<file path="config.mk">
export PLATFORM = sky130hd
export DESIGN_NAME = jtag_tap
export DESIGN_NICKNAME = d
export VERILOG_FILES = /design/src/logic/tap_pkg.sv /design/src/logic/pin_sync.sv /design/src/logic/jtag_tap.sv
export SDC_FILE = /design/constraint.sdc
export NUM_CORES = 1
export LEC_CHECK = 0
export ABC_AREA = 1
export ABC_CLOCK_PERIOD_IN_PS = 2400
export BUFFER_PORTS_ARGS = -buffer_cell sky130_fd_sc_hd__buf_2
export CAP_MARGIN = 25
export CORE_AREA = 2 2 99 101
export CTS_CLUSTER_SIZE = 25
export DETAILED_ROUTE_END_ITERATION = 12
export DIE_AREA = 0 0 101 103
export PLACE_DENSITY = 0.8
export SKIP_CTS_REPAIR_TIMING = 1
export SYNTH_ARGS = -nofsm -noshare
export SYNTH_HDL_FRONTEND = slang
export SYNTH_SLANG_ARGS = --single-unit
export TNS_END_PERCENT = 1
</file>
<file path="constraint.sdc">
create_clock -name clk_i -period 2.4 [get_ports clk_i]
set_input_delay 0.24 -clock clk_i [delete_from_list [all_inputs] [get_ports clk_i]]
set_output_delay 0.24 -clock clk_i [all_outputs]
set_load 0.01 [all_outputs]
</file>
<file path="src/logic/tap_pkg.sv">
// Constants and types shared by the test access port design
`default_nettype none
package tap_pkg;
    localparam int unsigned IR_WIDTH = 4;
    localparam int unsigned DR_WIDTH = 32;
    localparam logic [3:0] IR_RESET = 4'h1;
    localparam logic [3:0] IR_CAPTURE = 4'h1;
    localparam logic [3:0] INSN_IDCODE = 4'h1;
    localparam logic [3:0] INSN_USERDATA = 4'h2;
    localparam logic [3:0] INSN_BYPASS = 4'hf;
    localparam logic [31:0] ID_VALUE = 32'h00000001; // Arbitrary identification value
    localparam logic [31:0] USER_RESET = 32'h00000000;
    localparam int unsigned RESET_TMS_EDGES = 5;
    localparam int unsigned SYNC_STAGES = 2;

    typedef enum logic [15:0] {
        ST_RESET      = 16'h0001,
        ST_IDLE       = 16'h0002,
        ST_SEL_DR     = 16'h0004,
        ST_CAP_DR     = 16'h0008,
        ST_SH_DR      = 16'h0010,
        ST_EX1_DR     = 16'h0020,
        ST_PAUSE_DR   = 16'h0040,
        ST_EX2_DR     = 16'h0080,
        ST_UPD_DR     = 16'h0100,
        ST_SEL_IR     = 16'h0200,
        ST_CAP_IR     = 16'h0400,
        ST_SH_IR      = 16'h0800,
        ST_EX1_IR     = 16'h1000,
        ST_PAUSE_IR   = 16'h2000,
        ST_EX2_IR     = 16'h4000,
        ST_UPD_IR     = 16'h8000
    } tap_state_t;
endpackage
`default_nettype wire

</file>
<file path="src/logic/pin_sync.sv">
// Two-stage synchroniser for a bundle of pin inputs
`timescale 1ns/1ps
`default_nettype none
module pin_sync
    import tap_pkg::*;
#(
    parameter int unsigned WIDTH = 4
) (
    input wire logic clk_i,
    input wire logic nrst_i,
    input wire logic ce_i,
    input wire logic [WIDTH-1:0] async_i,
    output logic [WIDTH-1:0] sync_o
);
    typedef struct packed {
        logic [WIDTH-1:0] s1;
        logic [WIDTH-1:0] s2;
    } sync_state_t;

    sync_state_t st_reg;
    sync_state_t st_next;

    always_comb begin
        st_next = st_reg;
        if (ce_i) begin
            st_next.s1 = async_i;
            st_next.s2 = st_reg.s1;
        end
    end

    always_ff @(posedge clk_i or negedge nrst_i) begin
        if (!nrst_i) begin
            st_reg <= '0;
        end else begin
            st_reg <= st_next;
        end
    end

    assign sync_o = st_reg.s2;
endmodule
`default_nettype wire

</file>
<file path="src/logic/jtag_tap.sv">
// Test access port: state machine, instruction and data registers
`timescale 1ns/1ps
`default_nettype none
module jtag_tap
    import tap_pkg::*;
(
    input wire logic clk_i,
    input wire logic nrst_i,
    input wire logic ce_i,
    input wire logic tck_i,
    input wire logic tms_i,
    input wire logic tdi_i,
    input wire logic trst_n_i,
    input wire logic [31:0] user_capture_i,
    output logic tdo_o,
    output logic tdo_oe_o,
    output logic [3:0] ir_o,
    output logic [31:0] user_data_o,
    output logic user_update_o,
    output logic tap_reset_o
);
    // ------------------------------------------------------------
    // Pin synchronisation
    // ------------------------------------------------------------
    logic [3:0] pins_sync;
    logic tck_s;
    logic tms_s;
    logic tdi_s;
    logic trst_n_s;

    // Flops reset low: tck idles low, test reset reads asserted until synchronised
    pin_sync #(.WIDTH(4)) u_sync (
        .clk_i(clk_i),
        .nrst_i(nrst_i),
        .ce_i(ce_i),
        .async_i({trst_n_i, tdi_i, tms_i, tck_i}),
        .sync_o(pins_sync)
    );

    assign tck_s = pins_sync[0];
    assign tms_s = pins_sync[1];
    assign tdi_s = pins_sync[2];
    assign trst_n_s = pins_sync[3];

    // ------------------------------------------------------------
    // State
    // ------------------------------------------------------------
    // All port state in one record, registered as a whole
    typedef struct packed {
        tap_state_t state;
        logic tck_d;
        logic [3:0] ir_shift;
        logic [3:0] ir;
        logic [31:0] dr_shift;
        logic [31:0] user;
        logic bypass;
        logic tdo;
        logic oe;
        logic upd;
    } tap_regs_t;

    tap_regs_t r_reg;
    tap_regs_t r_next;

    // ------------------------------------------------------------
    // Decoding
    // ------------------------------------------------------------
    function automatic logic is_shift(input tap_state_t s);
        return (s == ST_SH_DR) || (s == ST_SH_IR);
    endfunction

    function automatic logic is_user(input logic [3:0] insn);
        return insn == INSN_USERDATA;
    endfunction

    // Sixteen-state graph; five high mode bits reach reset from anywhere
    function automatic tap_state_t next_state(input tap_state_t s, input logic m);
        case (s)
            ST_RESET: next_state = m ? ST_RESET : ST_IDLE;
            ST_IDLE: next_state = m ? ST_SEL_DR : ST_IDLE;
            ST_SEL_DR: next_state = m ? ST_SEL_IR : ST_CAP_DR;
            ST_CAP_DR: next_state = m ? ST_EX1_DR : ST_SH_DR;
            ST_SH_DR: next_state = m ? ST_EX1_DR : ST_SH_DR;
            ST_EX1_DR: next_state = m ? ST_UPD_DR : ST_PAUSE_DR;
            ST_PAUSE_DR: next_state = m ? ST_EX2_DR : ST_PAUSE_DR;
            ST_EX2_DR: next_state = m ? ST_UPD_DR : ST_SH_DR;
            ST_UPD_DR: next_state = m ? ST_SEL_DR : ST_IDLE;
            ST_SEL_IR: next_state = m ? ST_RESET : ST_CAP_IR;
            ST_CAP_IR: next_state = m ? ST_EX1_IR : ST_SH_IR;
            ST_SH_IR: next_state = m ? ST_EX1_IR : ST_SH_IR;
            ST_EX1_IR: next_state = m ? ST_UPD_IR : ST_PAUSE_IR;
            ST_PAUSE_IR: next_state = m ? ST_EX2_IR : ST_PAUSE_IR;
            ST_EX2_IR: next_state = m ? ST_UPD_IR : ST_SH_IR;
            ST_UPD_IR: next_state = m ? ST_SEL_DR : ST_IDLE;
            default: next_state = ST_RESET;
        endcase
    endfunction

    // ------------------------------------------------------------
    // Test clock edges
    // ------------------------------------------------------------
    // Edges arrive two clocks late; each tck phase must span several clocks
    logic tck_rise;
    logic tck_fall;
    logic dr_lsb;
    // Next state serves both the move and the instruction reset
    tap_state_t nxt_state;

    assign tck_rise = tck_s & ~r_reg.tck_d;
    assign tck_fall = ~tck_s & r_reg.tck_d;

    // ------------------------------------------------------------
    // Next-state logic
    // ------------------------------------------------------------
    // One pass per clock: test reset first, then rise, then fall
    always_comb begin
        r_next = r_reg;
        r_next.upd = 1'b0;
        dr_lsb = (r_reg.ir == INSN_BYPASS) ? r_reg.bypass : r_reg.dr_shift[0];
        nxt_state = next_state(r_reg.state, tms_s);
        r_next.tck_d = tck_s;
        if (!trst_n_s) begin
            // Test reset overrides both test clock edges, no test clock edge needed
            r_next.state = ST_RESET;
            r_next.ir = IR_RESET;
            r_next.oe = 1'b0;
            r_next.tdo = 1'b0;
        end else if (tck_rise) begin
            r_next.state = nxt_state;
            // Entering the reset state restores the instruction at once
            if (nxt_state == ST_RESET) begin
                r_next.ir = IR_RESET;
            end
            case (r_reg.state)
                ST_CAP_IR: begin
                    // Fixed capture pattern, shifted out first
                    r_next.ir_shift = IR_CAPTURE;
                end
                ST_SH_IR: begin
                    r_next.ir_shift = {tdi_s, r_reg.ir_shift[3:1]};
                end
                ST_UPD_IR: begin
                    r_next.ir = r_reg.ir_shift;
                end
                ST_CAP_DR: begin
                    r_next.bypass = 1'b0;
                    // Unknown instructions capture zero into the full register
                    if (r_reg.ir == INSN_IDCODE) begin
                        r_next.dr_shift = ID_VALUE;
                    end else if (is_user(r_reg.ir)) begin
                        r_next.dr_shift = user_capture_i;
                    end else begin
                        r_next.dr_shift = '0;
                    end
                end
                ST_SH_DR: begin
                    // Bypass stage shifts alongside; only its bit reaches tdo then
                    r_next.bypass = tdi_s;
                    r_next.dr_shift = {tdi_s, r_reg.dr_shift[31:1]};
                end
                ST_UPD_DR: begin
                    if (is_user(r_reg.ir)) begin
                        r_next.user = r_reg.dr_shift;
                        r_next.upd = 1'b1;
                    end
                end
                default: begin
                end
            endcase
        end else if (tck_fall) begin
            // Output follows the state reached at the preceding rising edge
            // Registered, so tdo lags the pin fall by three clocks
            r_next.oe = is_shift(r_reg.state);
            if (r_reg.state == ST_SH_IR) begin
                r_next.tdo = r_reg.ir_shift[0];
            end else if (r_reg.state == ST_SH_DR) begin
                r_next.tdo = dr_lsb;
            end
        end
    end

    // ------------------------------------------------------------
    // Registers
    // ------------------------------------------------------------
    always_ff @(posedge clk_i or negedge nrst_i) begin
        if (!nrst_i) begin
            r_reg.state <= ST_RESET;
            r_reg.tck_d <= 1'b0;
            r_reg.ir_shift <= IR_CAPTURE;
            r_reg.ir <= IR_RESET;
            r_reg.dr_shift <= '0;
            r_reg.user <= USER_RESET;
            r_reg.bypass <= 1'b0;
            r_reg.tdo <= 1'b0;
            r_reg.oe <= 1'b0;
            r_reg.upd <= 1'b0;
        end else if (ce_i) begin
            // Low enable holds every flop, edge history included
            r_reg <= r_next;
        end
    end

    // ------------------------------------------------------------
    // Outputs
    // ------------------------------------------------------------
    assign tdo_o = r_reg.tdo;
    // Enable low leaves the pin undriven
    assign tdo_oe_o = r_reg.oe;
    assign ir_o = r_reg.ir;
    assign user_data_o = r_reg.user;
    assign user_update_o = r_reg.upd;
    assign tap_reset_o = (r_reg.state == ST_RESET);
endmodule
`default_nettype wire

</file>
==> run_summary.xml, run 1 <==
<?xml version="1.0" encoding="UTF-8"?>
<metrics>
  <group name="status">
    <metric name="run_status" unit="">completed</metric>
  </group>
  <group name="clocking">
    <metric name="cts_inserted_buffers" unit="">9</metric>
    <metric name="tritoncts_num_sinks" unit="">101</metric>
    <metric name="max-clock-path-buffers" unit="">2</metric>
    <metric name="insertion_delay" unit="ns">0.37</metric>
    <metric name="tritoncts_clock_tree" unit="">done</metric>
    <metric name="clock_tree.htree_level_count" unit="">3</metric>
    <metric name="ctsRootBufferMaster" unit="">sky130_fd_sc_hd__clkbuf_8</metric>
    <metric name="cts.clk_slew.worst_paths" unit="ns">0.10</metric>
  </group>
  <group name="timing">
    <metric name="timing_max_transition_violations_final" unit="">0</metric>
    <metric name="worst_slew_margin_rel" unit="%">56.8</metric>
    <metric name="fmaxAchievable" unit="GHz">0.465</metric>
    <metric name="worst_clock_skew" unit="ns">0.0166</metric>
    <metric name="period_share" unit="%">89.5</metric>
    <metric name="fin_crit" unit="ns">2.15</metric>
    <metric name="hold_viol" unit="">0</metric>
    <metric name="grt_setup_unrepaired" unit="">false</metric>
    <metric name="setup_tns_final" unit="ns">0</metric>
    <metric name="worst_slew_pin_slew" unit="ns">0.647</metric>
    <metric name="final-setup-viol-count" unit="">0</metric>
    <metric name="timing.hold.ws" unit="ns">0.0808</metric>
  </group>
  <group name="finish">
    <metric name="areaGrowthSynthToFinish" unit="%">8.09</metric>
    <metric name="multi_input_area" unit="sq um">1930</metric>
    <metric name="nets" unit="">690</metric>
    <metric name="layout-drive-gt1-share" unit="%">23.6</metric>
    <metric name="largest_reg_flops" unit="">54</metric>
    <metric name="fillerInstances" unit="">844</metric>
    <metric name="seq_area" unit="sq um">2530</metric>
    <metric name="num_antenna_cells" unit="">0</metric>
  </group>
  <group name="synth">
    <metric name="ys_async_sr_fraction" unit="%">100</metric>
    <metric name="post_synth_instance_area" unit="sq um">5150</metric>
    <metric name="netlist_instances" unit="">614</metric>
    <metric name="seq_area_frac_synth" unit="%">49.2</metric>
    <metric name="ys.flop_type" unit="">sky130_fd_sc_hd__dfrtp_1</metric>
    <metric name="avgSynthCellArea" unit="sq um">8.38</metric>
    <metric name="syn-num-nets" unit="">653</metric>
    <metric name="synth_edf_count" unit="">0</metric>
    <metric name="synth.yosys.warnings" unit="">0</metric>
    <metric name="synth.ff_latch_count" unit="">101</metric>
    <metric name="ys_types" unit="">34</metric>
  </group>
  <group name="critical_path">
    <metric name="r2r-end" unit="">r_reg[67]$_DFFE_PN0P_</metric>
    <metric name="timing.critical_path.slowest_cell_delay" unit="ns">0.43</metric>
    <metric name="cp_data_required_time" unit="ns">2.68</metric>
    <metric name="regToRegStartpoint" unit="">r_reg[88]$_DFFE_PN0P_</metric>
    <metric name="path_cells" unit="">nor2_1 -&gt; nand2_2 -&gt; nor2_2 -&gt; nand3_2 -&gt; a21oi_4 -&gt; buf_12 -&gt; nand4_1 -&gt; o211ai_1</metric>
    <metric name="critical_path_peak_fanout" unit="">63</metric>
    <metric name="worst_r2r_path_depth" unit="">8</metric>
    <metric name="critical_path_start_type" unit="">flip-flop</metric>
    <metric name="r2r_setup_slack" unit="ns">0.25</metric>
    <metric name="worstSetupStartpoint" unit="">r_reg[88]$_DFFE_PN0P_</metric>
    <metric name="end_of_the_critical_path" unit="">r_reg[67]$_DFFE_PN0P_</metric>
    <metric name="critical_path_arrival" unit="ns">2.43</metric>
    <metric name="path_class" unit="">flip-flop to flip-flop</metric>
    <metric name="cp_slowest_cell" unit="">sky130_fd_sc_hd__dfrtp_1</metric>
    <metric name="endpoint_kind" unit="">flip-flop</metric>
  </group>
  <group name="placement">
    <metric name="number_of_port_buffers" unit="">78</metric>
    <metric name="detailedPlacementHpwl" unit="mm">7.61</metric>
    <metric name="gp_congestion" unit="">0.980</metric>
  </group>
  <group name="global_route">
    <metric name="wire_length_of_the_first_global_routing_pass" unit="mm">17.3</metric>
    <metric name="use_met2" unit="%">35.1</metric>
    <metric name="number_of_global_route_vias_before_repair" unit="">3647</metric>
    <metric name="use_met3" unit="%">2.98</metric>
    <metric name="number_of_antenna_violations_at_the_first_check_in_global_routing" unit="">0</metric>
    <metric name="busiest_layer" unit="">met2</metric>
    <metric name="grt_util_all_layers" unit="%">21.0</metric>
    <metric name="grt.overflow.total" unit="">0</metric>
    <metric name="grt_start_max_net_pins" unit="">64</metric>
    <metric name="grt.met1_usage" unit="%">29.0</metric>
  </group>
  <group name="floorplan">
    <metric name="die_h" unit="microns">103</metric>
    <metric name="die_w" unit="microns">101</metric>
    <metric name="floorplan.initialDensity" unit="%">54.4</metric>
    <metric name="dieArea" unit="sq um">10400</metric>
    <metric name="ios" unit="">79</metric>
    <metric name="floorplan.rows" unit="">36</metric>
    <metric name="core-area" unit="sq um">9460</metric>
  </group>
  <group name="drt">
    <metric name="wl_cell" unit="microns">13.8</metric>
    <metric name="number_of_vias_in_the_routed_layout" unit="">4017</metric>
    <metric name="first_iter_violations" unit="">201</metric>
    <metric name="drt-vias-per-instance" unit="">5.22</metric>
    <metric name="first_pass_iters" unit="">5</metric>
    <metric name="ant_nets" unit="">0</metric>
    <metric name="route.final.wire_length" unit="mm">10.6</metric>
    <metric name="drc" unit="">0</metric>
  </group>
  <group name="pwr">
    <metric name="final_power" unit="mW">3.21</metric>
    <metric name="power_leakage" unit="nW">2.64</metric>
    <metric name="power.density_cell_area" unit="nW/um^2">577</metric>
    <metric name="ir_drop" unit="uV">401</metric>
  </group>
  <group name="flow_run">
    <metric name="max-cap-violations" unit="">0</metric>
  </group>
  <group name="worst_hold_path">
    <metric name="hold_path.class" unit="">input port to flip-flop</metric>
  </group>
</metrics>
[cell usage in the layout (no fill, tap or decap), types with 6 or more instances in the layout]
cell type	netlist	routed
sky130_fd_sc_hd__o22ai_1	6	6
sky130_fd_sc_hd__nand2_1	101	101
sky130_fd_sc_hd__o21ai_1	9	9
sky130_fd_sc_hd__nor2_1	93	93
sky130_fd_sc_hd__inv_1	69	69
sky130_fd_sc_hd__buf_4	38	9
sky130_fd_sc_hd__buf_2	0	77
sky130_fd_sc_hd__dfrtp_1	98	98
sky130_fd_sc_hd__a31oi_1	30	30
sky130_fd_sc_hd__o21ai_0	41	41
sky130_fd_sc_hd__clkbuf_8	0	9
sky130_fd_sc_hd__a21oi_2	28	28
sky130_fd_sc_hd__nand3_1	28	27
[cells by family (layout without fill, tap and decap cells)]
kind of cell	after synthesis	count (layout)	share of synthesized area (%)
and+or+nand+nor	248	248	20.9
buffers and inverters	135	177	13.5
AOI/OAI and AO/OA	128	128	16.0
DFF	101	101	49.2
muxes	2	2	0.437
[cell usage after synthesis (3+ instances only)]
library cell               instances  area share (%)
sky130_fd_sc_hd__a21oi_1           5            0.49
sky130_fd_sc_hd__a21oi_2          28             4.8
sky130_fd_sc_hd__a31oi_1          30             3.6
sky130_fd_sc_hd__buf_4            38             5.5
sky130_fd_sc_hd__buf_6             6             1.3
sky130_fd_sc_hd__clkbuf_1         18             1.3
sky130_fd_sc_hd__dfrtp_1          98              48
sky130_fd_sc_hd__dfstp_2           3             1.5
sky130_fd_sc_hd__inv_1            69             5.0
sky130_fd_sc_hd__nand2_1         101             7.4
sky130_fd_sc_hd__nand3_1          28             2.7
sky130_fd_sc_hd__nand3_2           3            0.58
sky130_fd_sc_hd__nand4_1           5            0.61
sky130_fd_sc_hd__nor2_1           93             6.8
sky130_fd_sc_hd__nor2_2            5            0.61
sky130_fd_sc_hd__nor3_1            4            0.39
sky130_fd_sc_hd__o21ai_0          41             4.0
sky130_fd_sc_hd__o21ai_1           9            0.87
sky130_fd_sc_hd__o22ai_1           6            0.73
sky130_fd_sc_hd__o31ai_1           4            0.58
sky130_fd_sc_hd__o32ai_1           3            0.51
[cell type report]
class,instances,area share [%]
repair buffers,88,8.68
flip-flops and latches,101,45.5
clock buffers,9,2.23
multi-input cells,378,34.6
inverters,73,4.92
clock inverters,7,1.48
well taps,114,2.56
[power breakdown]
part           total (mW)  internal [mW]  switching [mW]
Sequential           1.78           1.75          0.0332
Combinational       0.314          0.101           0.213
Clock                1.12          0.497           0.621
[per-stage QoR]
step / setup WS [ns] / std cells / instance area, sq um / utilization (%)
3_3_place_gp: 0.387 / 753 / 5350 / 56.5
3_5_place_dp: 0.307 / 753 / 5350 / 56.5
2_1_floorplan: 0.696 / 614 / 5150 / -
6_report: 0.252 / 770 / 5560 / 58.8
5_1_grt: 0.107 / 770 / 5560 / 58.8
4_1_cts: 0.278 / 769 / 5550 / 58.7
[how the worst min path moves through the flow]
stage | startpoint | to | slack (ns) | depth (start not counted)
floorplan | nrst_i | ir_o[1]$_DFFE_PN0P_ | -0.06 | 0
global placement | nrst_i | user_data_o[28]$_DFFE_PN0P_ | 0.31 | 1
detailed placement | nrst_i | user_data_o[30]$_DFFE_PN0P_ | 0.32 | 1
CTS | nrst_i | r_reg[54]$_DFFE_PN0P_ | -0.08 | 1
global route | tms_i | u_sync.st_reg[5]$_DFFE_PN0P_ | 0.08 | 3
finish | trst_n_i | u_sync.st_reg[7]$_DFFE_PN0P_ | 0.08 | 3
[worst max-delay path, delay by kind of cell, from the launching register on]
kind,cells,cell delay [ns]
AOI/OAI and AO/OA,2,0.31
DFF,1,0.43
and+or+nand+nor,5,0.99
buffers and inverters,1,0.32
[layer usage]
metal	routed length [microns]	vias up
met2	5150	112
met3	451	15
met4	156	0
met1	4860	1856
met5	0	-
li1	-	2034
Note: power is estimated with default switching activity, not from simulation.
==> run 2: changes to the inputs <==
--- a/config.mk
+++ b/config.mk
@@ -6,14 +6,16 @@
 export NUM_CORES = 1
 export LEC_CHECK = 0
 export ABC_AREA = 1
-export ABC_CLOCK_PERIOD_IN_PS = 2400
+export ABC_CLOCK_PERIOD_IN_PS = 2780
 export BUFFER_PORTS_ARGS = -buffer_cell sky130_fd_sc_hd__buf_2
 export CAP_MARGIN = 25
-export CORE_AREA = 2 2 99 101
+export CELL_PAD_IN_SITES_DETAIL_PLACEMENT = 0
+export CELL_PAD_IN_SITES_GLOBAL_PLACEMENT = 2
+export CORE_AREA = 2 2 123 125
 export CTS_CLUSTER_SIZE = 25
 export DETAILED_ROUTE_END_ITERATION = 12
-export DIE_AREA = 0 0 101 103
-export PLACE_DENSITY = 0.8
+export DIE_AREA = 0 0 125 127
+export PLACE_DENSITY = 0.85
 export SKIP_CTS_REPAIR_TIMING = 1
 export SYNTH_ARGS = -nofsm -noshare
 export SYNTH_HDL_FRONTEND = slang
==> constraint.sdc (replaced) <==
create_clock -name clk_i -period 2.78 [get_ports clk_i]
set_input_delay 0.278 -clock clk_i [delete_from_list [all_inputs] [get_ports clk_i]]
set_output_delay 0.278 -clock clk_i [all_outputs]
set_load 0.01 [all_outputs]
==> run 2 against run 1 <==
The run now ends with hold timing left. Sequential power fell by 13%. Via count up 0.25%. Critical endpoint unchanged. Die area increased by 53%. Clock power increased by 18%. First-iteration DRC count rose by 14%. Total power decreased by 2.5%. Cell count up 9.0%. Critical path depth is the same. Global-route usage shrank 5.2 points. Flip-flop and latch count did not move. Critical path type unchanged. Register-to-register slack improved by 0.25 ns. Worst hold slack got worse by 0.10 ns.
==> run_summary.xml, run 2 (synthesis gave the netlist of run 1 again) <==
<?xml version="1.0" encoding="UTF-8"?>
<metrics>
  <group name="timing">
    <metric name="timing_max_transition_violations_final" unit="">0</metric>
    <metric name="fin_crit" unit="ns">2.28</metric>
    <metric name="timing.hold.ws" unit="ns">-0.0238</metric>
    <metric name="worst_clock_skew" unit="ns">0.00442</metric>
    <metric name="hold_viol" unit="">19</metric>
    <metric name="period_share" unit="%">82.1</metric>
    <metric name="worst_slew_pin_slew" unit="ns">0.727</metric>
    <metric name="final-setup-viol-count" unit="">0</metric>
    <metric name="grt_setup_unrepaired" unit="">false</metric>
    <metric name="setup_tns_final" unit="ns">0</metric>
    <metric name="fmaxAchievable" unit="GHz">0.438</metric>
    <metric name="worst_slew_margin_rel" unit="%">51.6</metric>
  </group>
  <group name="flow_run">
    <metric name="max-cap-violations" unit="">0</metric>
  </group>
  <group name="drt">
    <metric name="number_of_vias_in_the_routed_layout" unit="">4027</metric>
    <metric name="first_iter_violations" unit="">229</metric>
    <metric name="ant_nets" unit="">0</metric>
    <metric name="drt-vias-per-instance" unit="">4.80</metric>
    <metric name="route.final.wire_length" unit="mm">12.0</metric>
    <metric name="drc" unit="">0</metric>
    <metric name="first_pass_iters" unit="">5</metric>
    <metric name="wl_cell" unit="microns">14.4</metric>
  </group>
  <group name="clocking">
    <metric name="tritoncts_clock_tree" unit="">done</metric>
    <metric name="cts_inserted_buffers" unit="">9</metric>
    <metric name="ctsRootBufferMaster" unit="">sky130_fd_sc_hd__clkbuf_16</metric>
    <metric name="max-clock-path-buffers" unit="">2</metric>
    <metric name="cts.clk_slew.worst_paths" unit="ns">0.07</metric>
    <metric name="clock_tree.htree_level_count" unit="">3</metric>
    <metric name="insertion_delay" unit="ns">0.35</metric>
    <metric name="tritoncts_num_sinks" unit="">101</metric>
  </group>
  <group name="placement">
    <metric name="number_of_port_buffers" unit="">78</metric>
    <metric name="gp_congestion" unit="">0.854</metric>
    <metric name="detailedPlacementHpwl" unit="mm">8.56</metric>
    <metric name="numPlacedInstances" unit="">823</metric>
  </group>
  <group name="floorplan">
    <metric name="floorplan.initialDensity" unit="%">35.7</metric>
    <metric name="ios" unit="">79</metric>
    <metric name="floorplan.rows" unit="">44</metric>
    <metric name="dieArea" unit="sq um">15900</metric>
    <metric name="die_h" unit="microns">127</metric>
    <metric name="core-area" unit="sq um">14400</metric>
    <metric name="die_w" unit="microns">125</metric>
  </group>
  <group name="critical_path">
    <metric name="critical_path_buf_inv_count" unit="">1</metric>
    <metric name="path_class" unit="">flip-flop to flip-flop</metric>
    <metric name="critical_path_peak_fanout" unit="">30</metric>
    <metric name="critical_path_start_type" unit="">flip-flop</metric>
    <metric name="critical_path_depth" unit="">8</metric>
    <metric name="path_cells" unit="">nor2_2 -&gt; nand2_2 -&gt; nor2_2 -&gt; nand3_2 -&gt; a21oi_4 -&gt; buf_4 -&gt; nand4_1 -&gt; o211ai_1</metric>
    <metric name="cp_data_required_time" unit="ns">3.05</metric>
    <metric name="worst_r2r_path_depth" unit="">8</metric>
    <metric name="endpoint_kind" unit="">flip-flop</metric>
    <metric name="r2r_setup_slack" unit="ns">0.50</metric>
    <metric name="cell_seen_most_often_among_critical_path_stages" unit="">sky130_fd_sc_hd__nor2_2</metric>
    <metric name="end_of_the_critical_path" unit="">r_reg[67]$_DFFE_PN0P_</metric>
    <metric name="timing.critical_path.slowest_cell_delay" unit="ns">0.42</metric>
    <metric name="critical_path_arrival" unit="ns">2.55</metric>
    <metric name="regToRegStartpoint" unit="">r_reg[85]$_DFFE_PN0P_</metric>
    <metric name="path_delay_family" unit="">simple AND/OR/NAND/NOR gates</metric>
    <metric name="r2r-end" unit="">r_reg[67]$_DFFE_PN0P_</metric>
    <metric name="worstSetupStartpoint" unit="">r_reg[85]$_DFFE_PN0P_</metric>
    <metric name="cp_slowest_cell" unit="">sky130_fd_sc_hd__dfrtp_1</metric>
  </group>
  <group name="pwr">
    <metric name="sw_frac_of_total" unit="%">25.1</metric>
    <metric name="clock_power_share" unit="%">42.1</metric>
    <metric name="ir_drop" unit="uV">327</metric>
    <metric name="switchingPower" unit="uW">787</metric>
    <metric name="power.density_cell_area" unit="nW/um^2">543</metric>
    <metric name="power_leakage" unit="nW">2.70</metric>
    <metric name="p_seq_share" unit="%">49.0</metric>
    <metric name="share_comb_of_total_power" unit="%">8.9</metric>
    <metric name="intPower" unit="mW">2.34</metric>
    <metric name="final_power" unit="mW">3.13</metric>
  </group>
  <group name="finish">
    <metric name="layout-drive-gt1-share" unit="%">23.7</metric>
    <metric name="layout.cells.most_common" unit="">sky130_fd_sc_hd__nand2_1</metric>
    <metric name="stdcell_count" unit="">839</metric>
    <metric name="nets" unit="">689</metric>
    <metric name="largest_reg_flops" unit="">54</metric>
    <metric name="layout_common_cells" unit="">sky130_fd_sc_hd__nand2_1 (101), sky130_fd_sc_hd__dfrtp_1 (98), sky130_fd_sc_hd__nor2_1 (93)</metric>
    <metric name="areaGrowthSynthToFinish" unit="%">12.1</metric>
    <metric name="num_antenna_cells" unit="">0</metric>
  </group>
  <group name="global_route">
    <metric name="number_of_global_route_vias_before_repair" unit="">3921</metric>
    <metric name="grt_start_max_net_pins" unit="">58</metric>
    <metric name="wire_length_of_the_first_global_routing_pass" unit="mm">20.2</metric>
    <metric name="grt.overflow.total" unit="">0</metric>
    <metric name="number_of_antenna_violations_at_the_first_check_in_global_routing" unit="">0</metric>
    <metric name="grt_util_all_layers" unit="%">15.8</metric>
  </group>
  <group name="status">
    <metric name="run_status" unit="">finished with violations</metric>
    <metric name="failed_checks" unit="">hold timing</metric>
  </group>
  <group name="worst_hold_path">
    <metric name="hold_path.class" unit="">input port to async pin</metric>
  </group>
</metrics>
-- run 2: cell types whose count changed in the layout (fill, tap and decap cells not counted), sizes merged --
cell / delta
clkbuf: +2
dlygate4sd3: -1
inv: -1
clkinvlp: -1
-- run 2: final cells by class --
class / instances / area, sq um
repair buffers: 87 / 498
fillers: 1544 / 8650
clock inverters: 5 / 56.3
flip-flops and latches: 101 / 2530
clock buffers: 11 / 253
well taps: 184 / 230
inverters: 73 / 274
multi-input cells: 378 / 1930
-- run 2: how the worst min path moves through the flow --
stage / endpoint / slack [ns] / cells after the start
finish: r_reg[92]$_DFFE_PN0P_ / -0.02 / 1
global route: r_reg[86]$_DFFE_PN0P_ / 0.03 / 1
CTS: r_reg[86]$_DFFE_PN0P_ / 0.003 / 1
detailed placement: r_reg[91]$_DFFE_PN0P_ / 0.39 / 1
global placement: r_reg[88]$_DFFE_PN0P_ / 0.38 / 1
floorplan: ir_o[1]$_DFFE_PN0P_ / -0.02 / 0
-- run 2: stage by stage --
step,worst slack (ns),utilization [%],instance area (sq um)
4_1_cts,0.485,40.0,5770
3_5_place_dp,0.520,37.9,5460
2_1_floorplan,1.08,-,5150
5_1_grt,0.247,40.0,5770
3_3_place_gp,0.546,37.9,5460
6_report,0.499,40.0,5770
-- run 2: power by group through the flow --
stage	sequential, mW	combinational, mW	clock, mW
3_5_place_dp	1.56	0.285	0
6_report	1.54	0.279	1.32
4_1_cts	1.53	0.286	1.35
2_1_floorplan	1.56	0.167	0
3_3_place_gp	1.56	0.284	0
5_1_grt	1.54	0.321	1.42
-- run 2: worst register-to-register path, delay by kind of cell, from the launching register on --
family	cells	cell delay [ns]
compound gates	2	0.31
buf+inv	1	0.37
simple gates	5	1.09
flops	1	0.42
-- run 2: metal layers --
metal | track usage (%) | share of wire, % | vias up
li1 | - | - | 2035
met1 | 22.0 | 49 | 1908
met2 | 24.5 | 46 | 72
met3 | 4.31 | 4.1 | 12
met4 | 4.31 | 1.1 | 0
met5 | 0 | 0 | -
==> run 3: changes to the inputs <==
--- a/config.mk
+++ b/config.mk
@@ -6,16 +6,16 @@
 export NUM_CORES = 1
 export LEC_CHECK = 0
 export ABC_AREA = 1
-export ABC_CLOCK_PERIOD_IN_PS = 2780
+export ABC_CLOCK_PERIOD_IN_PS = 2300
 export BUFFER_PORTS_ARGS = -buffer_cell sky130_fd_sc_hd__buf_2
 export CAP_MARGIN = 25
 export CELL_PAD_IN_SITES_DETAIL_PLACEMENT = 0
 export CELL_PAD_IN_SITES_GLOBAL_PLACEMENT = 2
-export CORE_AREA = 2 2 123 125
+export CORE_AREA = 2 2 127 129
 export CTS_CLUSTER_SIZE = 25
 export DETAILED_ROUTE_END_ITERATION = 12
-export DIE_AREA = 0 0 125 127
-export PLACE_DENSITY = 0.85
+export DIE_AREA = 0 0 129 131
+export PLACE_DENSITY = 0.8
 export SKIP_CTS_REPAIR_TIMING = 1
 export SYNTH_ARGS = -nofsm -noshare
 export SYNTH_HDL_FRONTEND = slang
==> constraint.sdc (replaced) <==
create_clock -name clk_i -period 2.3 [get_ports clk_i]
set_input_delay 0.23 -clock clk_i [delete_from_list [all_inputs] [get_ports clk_i]]
set_output_delay 0.23 -clock clk_i [all_outputs]
set_load 0.01 [all_outputs]
==> run 3 against run 2 <==
The flow now finishes without violations. First-iteration DRC count grew 3.1%. Total power grew 15%. Cell count grew 4.4%. Setup slack lost 0.22 ns. Critical path type is now flip-flop to output pin. Largest power group unchanged.
==> run_summary.xml, run 3 (synthesis gave the netlist of run 1 again) <==
<?xml version="1.0" encoding="UTF-8"?>
<metrics>
  <group name="finish">
    <metric name="layout.cells.most_common" unit="">sky130_fd_sc_hd__nand2_1</metric>
    <metric name="largest_reg_flops" unit="">54</metric>
    <metric name="areaGrowthSynthToFinish" unit="%">13.0</metric>
    <metric name="nets" unit="">695</metric>
    <metric name="layout-drive-gt1-share" unit="%">23.9</metric>
    <metric name="num_antenna_cells" unit="">0</metric>
    <metric name="layout_common_cells" unit="">sky130_fd_sc_hd__nand2_1 (101), sky130_fd_sc_hd__dfrtp_1 (98), sky130_fd_sc_hd__nor2_1 (93)</metric>
  </group>
  <group name="critical_path">
    <metric name="critical_path_start_type" unit="">flip-flop</metric>
    <metric name="critical_path_arrival" unit="ns">1.79</metric>
    <metric name="r2r-end" unit="">r_reg[74]$_DFFE_PN0P_</metric>
    <metric name="endpoint_kind" unit="">output pin</metric>
    <metric name="cp_slowest_cell" unit="">sky130_fd_sc_hd__dfrtp_1</metric>
    <metric name="path_cells" unit="">nor2_1 -&gt; nand2_2 -&gt; inv_1 -&gt; nand2_1 -&gt; nor3_1 -&gt; buf_2</metric>
    <metric name="critical_path_buf_inv_count" unit="">2</metric>
    <metric name="path_delay_family" unit="">simple AND/OR/NAND/NOR gates</metric>
    <metric name="cp_data_required_time" unit="ns">2.07</metric>
    <metric name="r2r_setup_slack" unit="ns">0.29</metric>
    <metric name="critical_path_peak_fanout" unit="">4</metric>
    <metric name="worst_r2r_path_depth" unit="">6</metric>
    <metric name="timing.critical_path.slowest_cell_delay" unit="ns">0.44</metric>
    <metric name="regToRegStartpoint" unit="">u_sync.sync_o[3]$_DFFE_PN0P_</metric>
    <metric name="path_class" unit="">flip-flop to output pin</metric>
  </group>
  <group name="placement">
    <metric name="number_of_port_buffers" unit="">78</metric>
    <metric name="gp_congestion" unit="">0.917</metric>
    <metric name="detailedPlacementHpwl" unit="mm">8.72</metric>
    <metric name="placement.setup.worst_slack" unit="ns">0.280</metric>
  </group>
  <group name="drt">
    <metric name="number_of_vias_in_the_routed_layout" unit="">4003</metric>
    <metric name="ant_nets" unit="">0</metric>
    <metric name="first_iter_violations" unit="">236</metric>
    <metric name="drt-vias-per-instance" unit="">4.57</metric>
    <metric name="route.final.wire_length" unit="mm">12.0</metric>
    <metric name="wl_cell" unit="microns">13.7</metric>
    <metric name="first_pass_iters" unit="">5</metric>
    <metric name="drc" unit="">0</metric>
  </group>
  <group name="floorplan">
    <metric name="floorplan.initialDensity" unit="%">33.0</metric>
    <metric name="die_w" unit="microns">129</metric>
    <metric name="dieArea" unit="sq um">16900</metric>
    <metric name="core-area" unit="sq um">15600</metric>
    <metric name="floorplan.rows" unit="">46</metric>
    <metric name="die_h" unit="microns">131</metric>
    <metric name="ios" unit="">79</metric>
  </group>
  <group name="timing">
    <metric name="fin_crit" unit="ns">2.02</metric>
    <metric name="worst_clock_skew" unit="ns">0.00685</metric>
    <metric name="worst_slew_margin_rel" unit="%">57.1</metric>
    <metric name="fmaxAchievable" unit="GHz">0.496</metric>
    <metric name="final-setup-viol-count" unit="">0</metric>
    <metric name="timing_max_transition_violations_final" unit="">0</metric>
    <metric name="timing.hold.ws" unit="ns">0.0860</metric>
    <metric name="fin_ws" unit="ns">0.283</metric>
    <metric name="hold_viol" unit="">0</metric>
    <metric name="grt_setup_unrepaired" unit="">false</metric>
    <metric name="worst_slew_pin_slew" unit="ns">0.643</metric>
    <metric name="setup_tns_final" unit="ns">0</metric>
    <metric name="period_share" unit="%">87.7</metric>
  </group>
  <group name="pwr">
    <metric name="ir_drop" unit="uV">349</metric>
    <metric name="power.density_cell_area" unit="nW/um^2">619</metric>
    <metric name="power_leakage" unit="nW">2.70</metric>
  </group>
  <group name="clocking">
    <metric name="tritoncts_num_sinks" unit="">101</metric>
    <metric name="max-clock-path-buffers" unit="">2</metric>
    <metric name="tritoncts_clock_tree" unit="">done</metric>
    <metric name="insertion_delay" unit="ns">0.35</metric>
    <metric name="clock_tree.htree_level_count" unit="">3</metric>
    <metric name="ctsRootBufferMaster" unit="">sky130_fd_sc_hd__clkbuf_16</metric>
    <metric name="cts.clk_slew.worst_paths" unit="ns">0.07</metric>
    <metric name="cts_inserted_buffers" unit="">9</metric>
  </group>
  <group name="status">
    <metric name="run_status" unit="">completed</metric>
  </group>
  <group name="global_route">
    <metric name="number_of_antenna_violations_at_the_first_check_in_global_routing" unit="">1</metric>
    <metric name="grt_util_all_layers" unit="%">15.0</metric>
    <metric name="grt_start_max_net_pins" unit="">62</metric>
    <metric name="grt.overflow.total" unit="">0</metric>
    <metric name="wire_length_of_the_first_global_routing_pass" unit="mm">19.7</metric>
    <metric name="number_of_global_route_vias_before_repair" unit="">3892</metric>
  </group>
  <group name="flow_run">
    <metric name="max-cap-violations" unit="">0</metric>
  </group>
  <group name="worst_hold_path">
    <metric name="startpoint_of_the_lowest_slack_hold_path" unit="">tdi_i</metric>
    <metric name="worstHoldEndpoint" unit="">u_sync.st_reg[6]$_DFFE_PN0P_</metric>
    <metric name="hold_path.class" unit="">input port to flip-flop</metric>
    <metric name="whs_path_depth" unit="">3</metric>
  </group>
</metrics>
-- run 3: cell types whose count changed in the layout (fill, tap and decap cells not counted) --
cell	before	now
sky130_fd_sc_hd__clkbuf_1	0	1
sky130_fd_sc_hd__clkinvlp_4	1	2
sky130_fd_sc_hd__clkbuf_8	2	1
sky130_fd_sc_hd__bufinv_16	1	0
sky130_fd_sc_hd__inv_6	1	0
sky130_fd_sc_hd__buf_4	7	12
sky130_fd_sc_hd__dlygate4sd3_1	0	1
-- run 3: how the worst max path moves through the flow --
| stage | cells after the start | slack, ns | end | from |
|---|---|---|---|---|
| 2_1_floorplan | 8 | 0.60 | r_reg[38]$_DFFE_PN0P_ | r_reg[85]$_DFFE_PN0P_ |
| 3_3_place_gp | 8 | 0.25 | r_reg[67]$_DFFE_PN0P_ | u_sync.sync_o[3]$_DFFE_PN0P_ |
| 3_5_place_dp | 7 | 0.28 | r_reg[74]$_DFFE_PN0P_ | u_sync.sync_o[0]$_DFFE_PN0P_ |
| 4_1_cts | 6 | 0.24 | tap_reset_o | r_reg[88]$_DFFE_PN0P_ |
| 5_1_grt | 9 | 0.08 | user_data_o[29]$_DFFE_PN0P_ | r_reg[83]$_DFFE_PN0P_ |
| 6_report | 6 | 0.28 | tap_reset_o | r_reg[88]$_DFFE_PN0P_ |
-- run 3: final cells by class --
type / count / area (sq um)
Sequential cell: 101 / 2530
Tap cell: 216 / 270
Multi-Input combinational cell: 378 / 1930
Fill cell: 1632 / 9780
Timing Repair Buffer: 93 / 546
Inverter: 73 / 274
Clock buffer: 11 / 243
Clock inverter: 4 / 25.0
-- run 3: metrics by stage --
step	total power [mW]	area [sq um]	util, %	std cells
floorplan	2.08	5150	-	614
global placement	2.24	5540	35.5	860
detailed placement	2.24	5540	35.5	860
CTS	3.66	5810	37.2	875
global route	3.78	5820	37.3	876
finish	3.60	5820	37.3	876
-- run 3: layer usage --
layer  wire, microns  global-route usage (%)  vias up
li1                -                       -     2041
met1            5770                    20.4     1848
met2            5410                    23.4       98
met3             642                    3.99       14
met4             150                    4.41        2
met5               8                       0        -
-- run 3: power by group --
part / leakage, nW / internal, mW / switching (mW) / total, mW
logic: 1.20 / 0.110 / 0.230 / 0.340
registers: 1.38 / 1.82 / 0.0346 / 1.86
clock network: 0.127 / 0.754 / 0.647 / 1.40
total: 2.70 / 2.69 / 0.912 / 3.60
-- run 3: worst register-to-register path, cell delays in order, from the launching register on --
cell                      delay, ns
sky130_fd_sc_hd__dfrtp_1       0.44
sky130_fd_sc_hd__inv_1         0.16
sky130_fd_sc_hd__o21ai_1       0.19
sky130_fd_sc_hd__nor2_1        0.33
sky130_fd_sc_hd__buf_4         0.25
sky130_fd_sc_hd__nand2_1       0.22
sky130_fd_sc_hd__o31ai_1       0.33
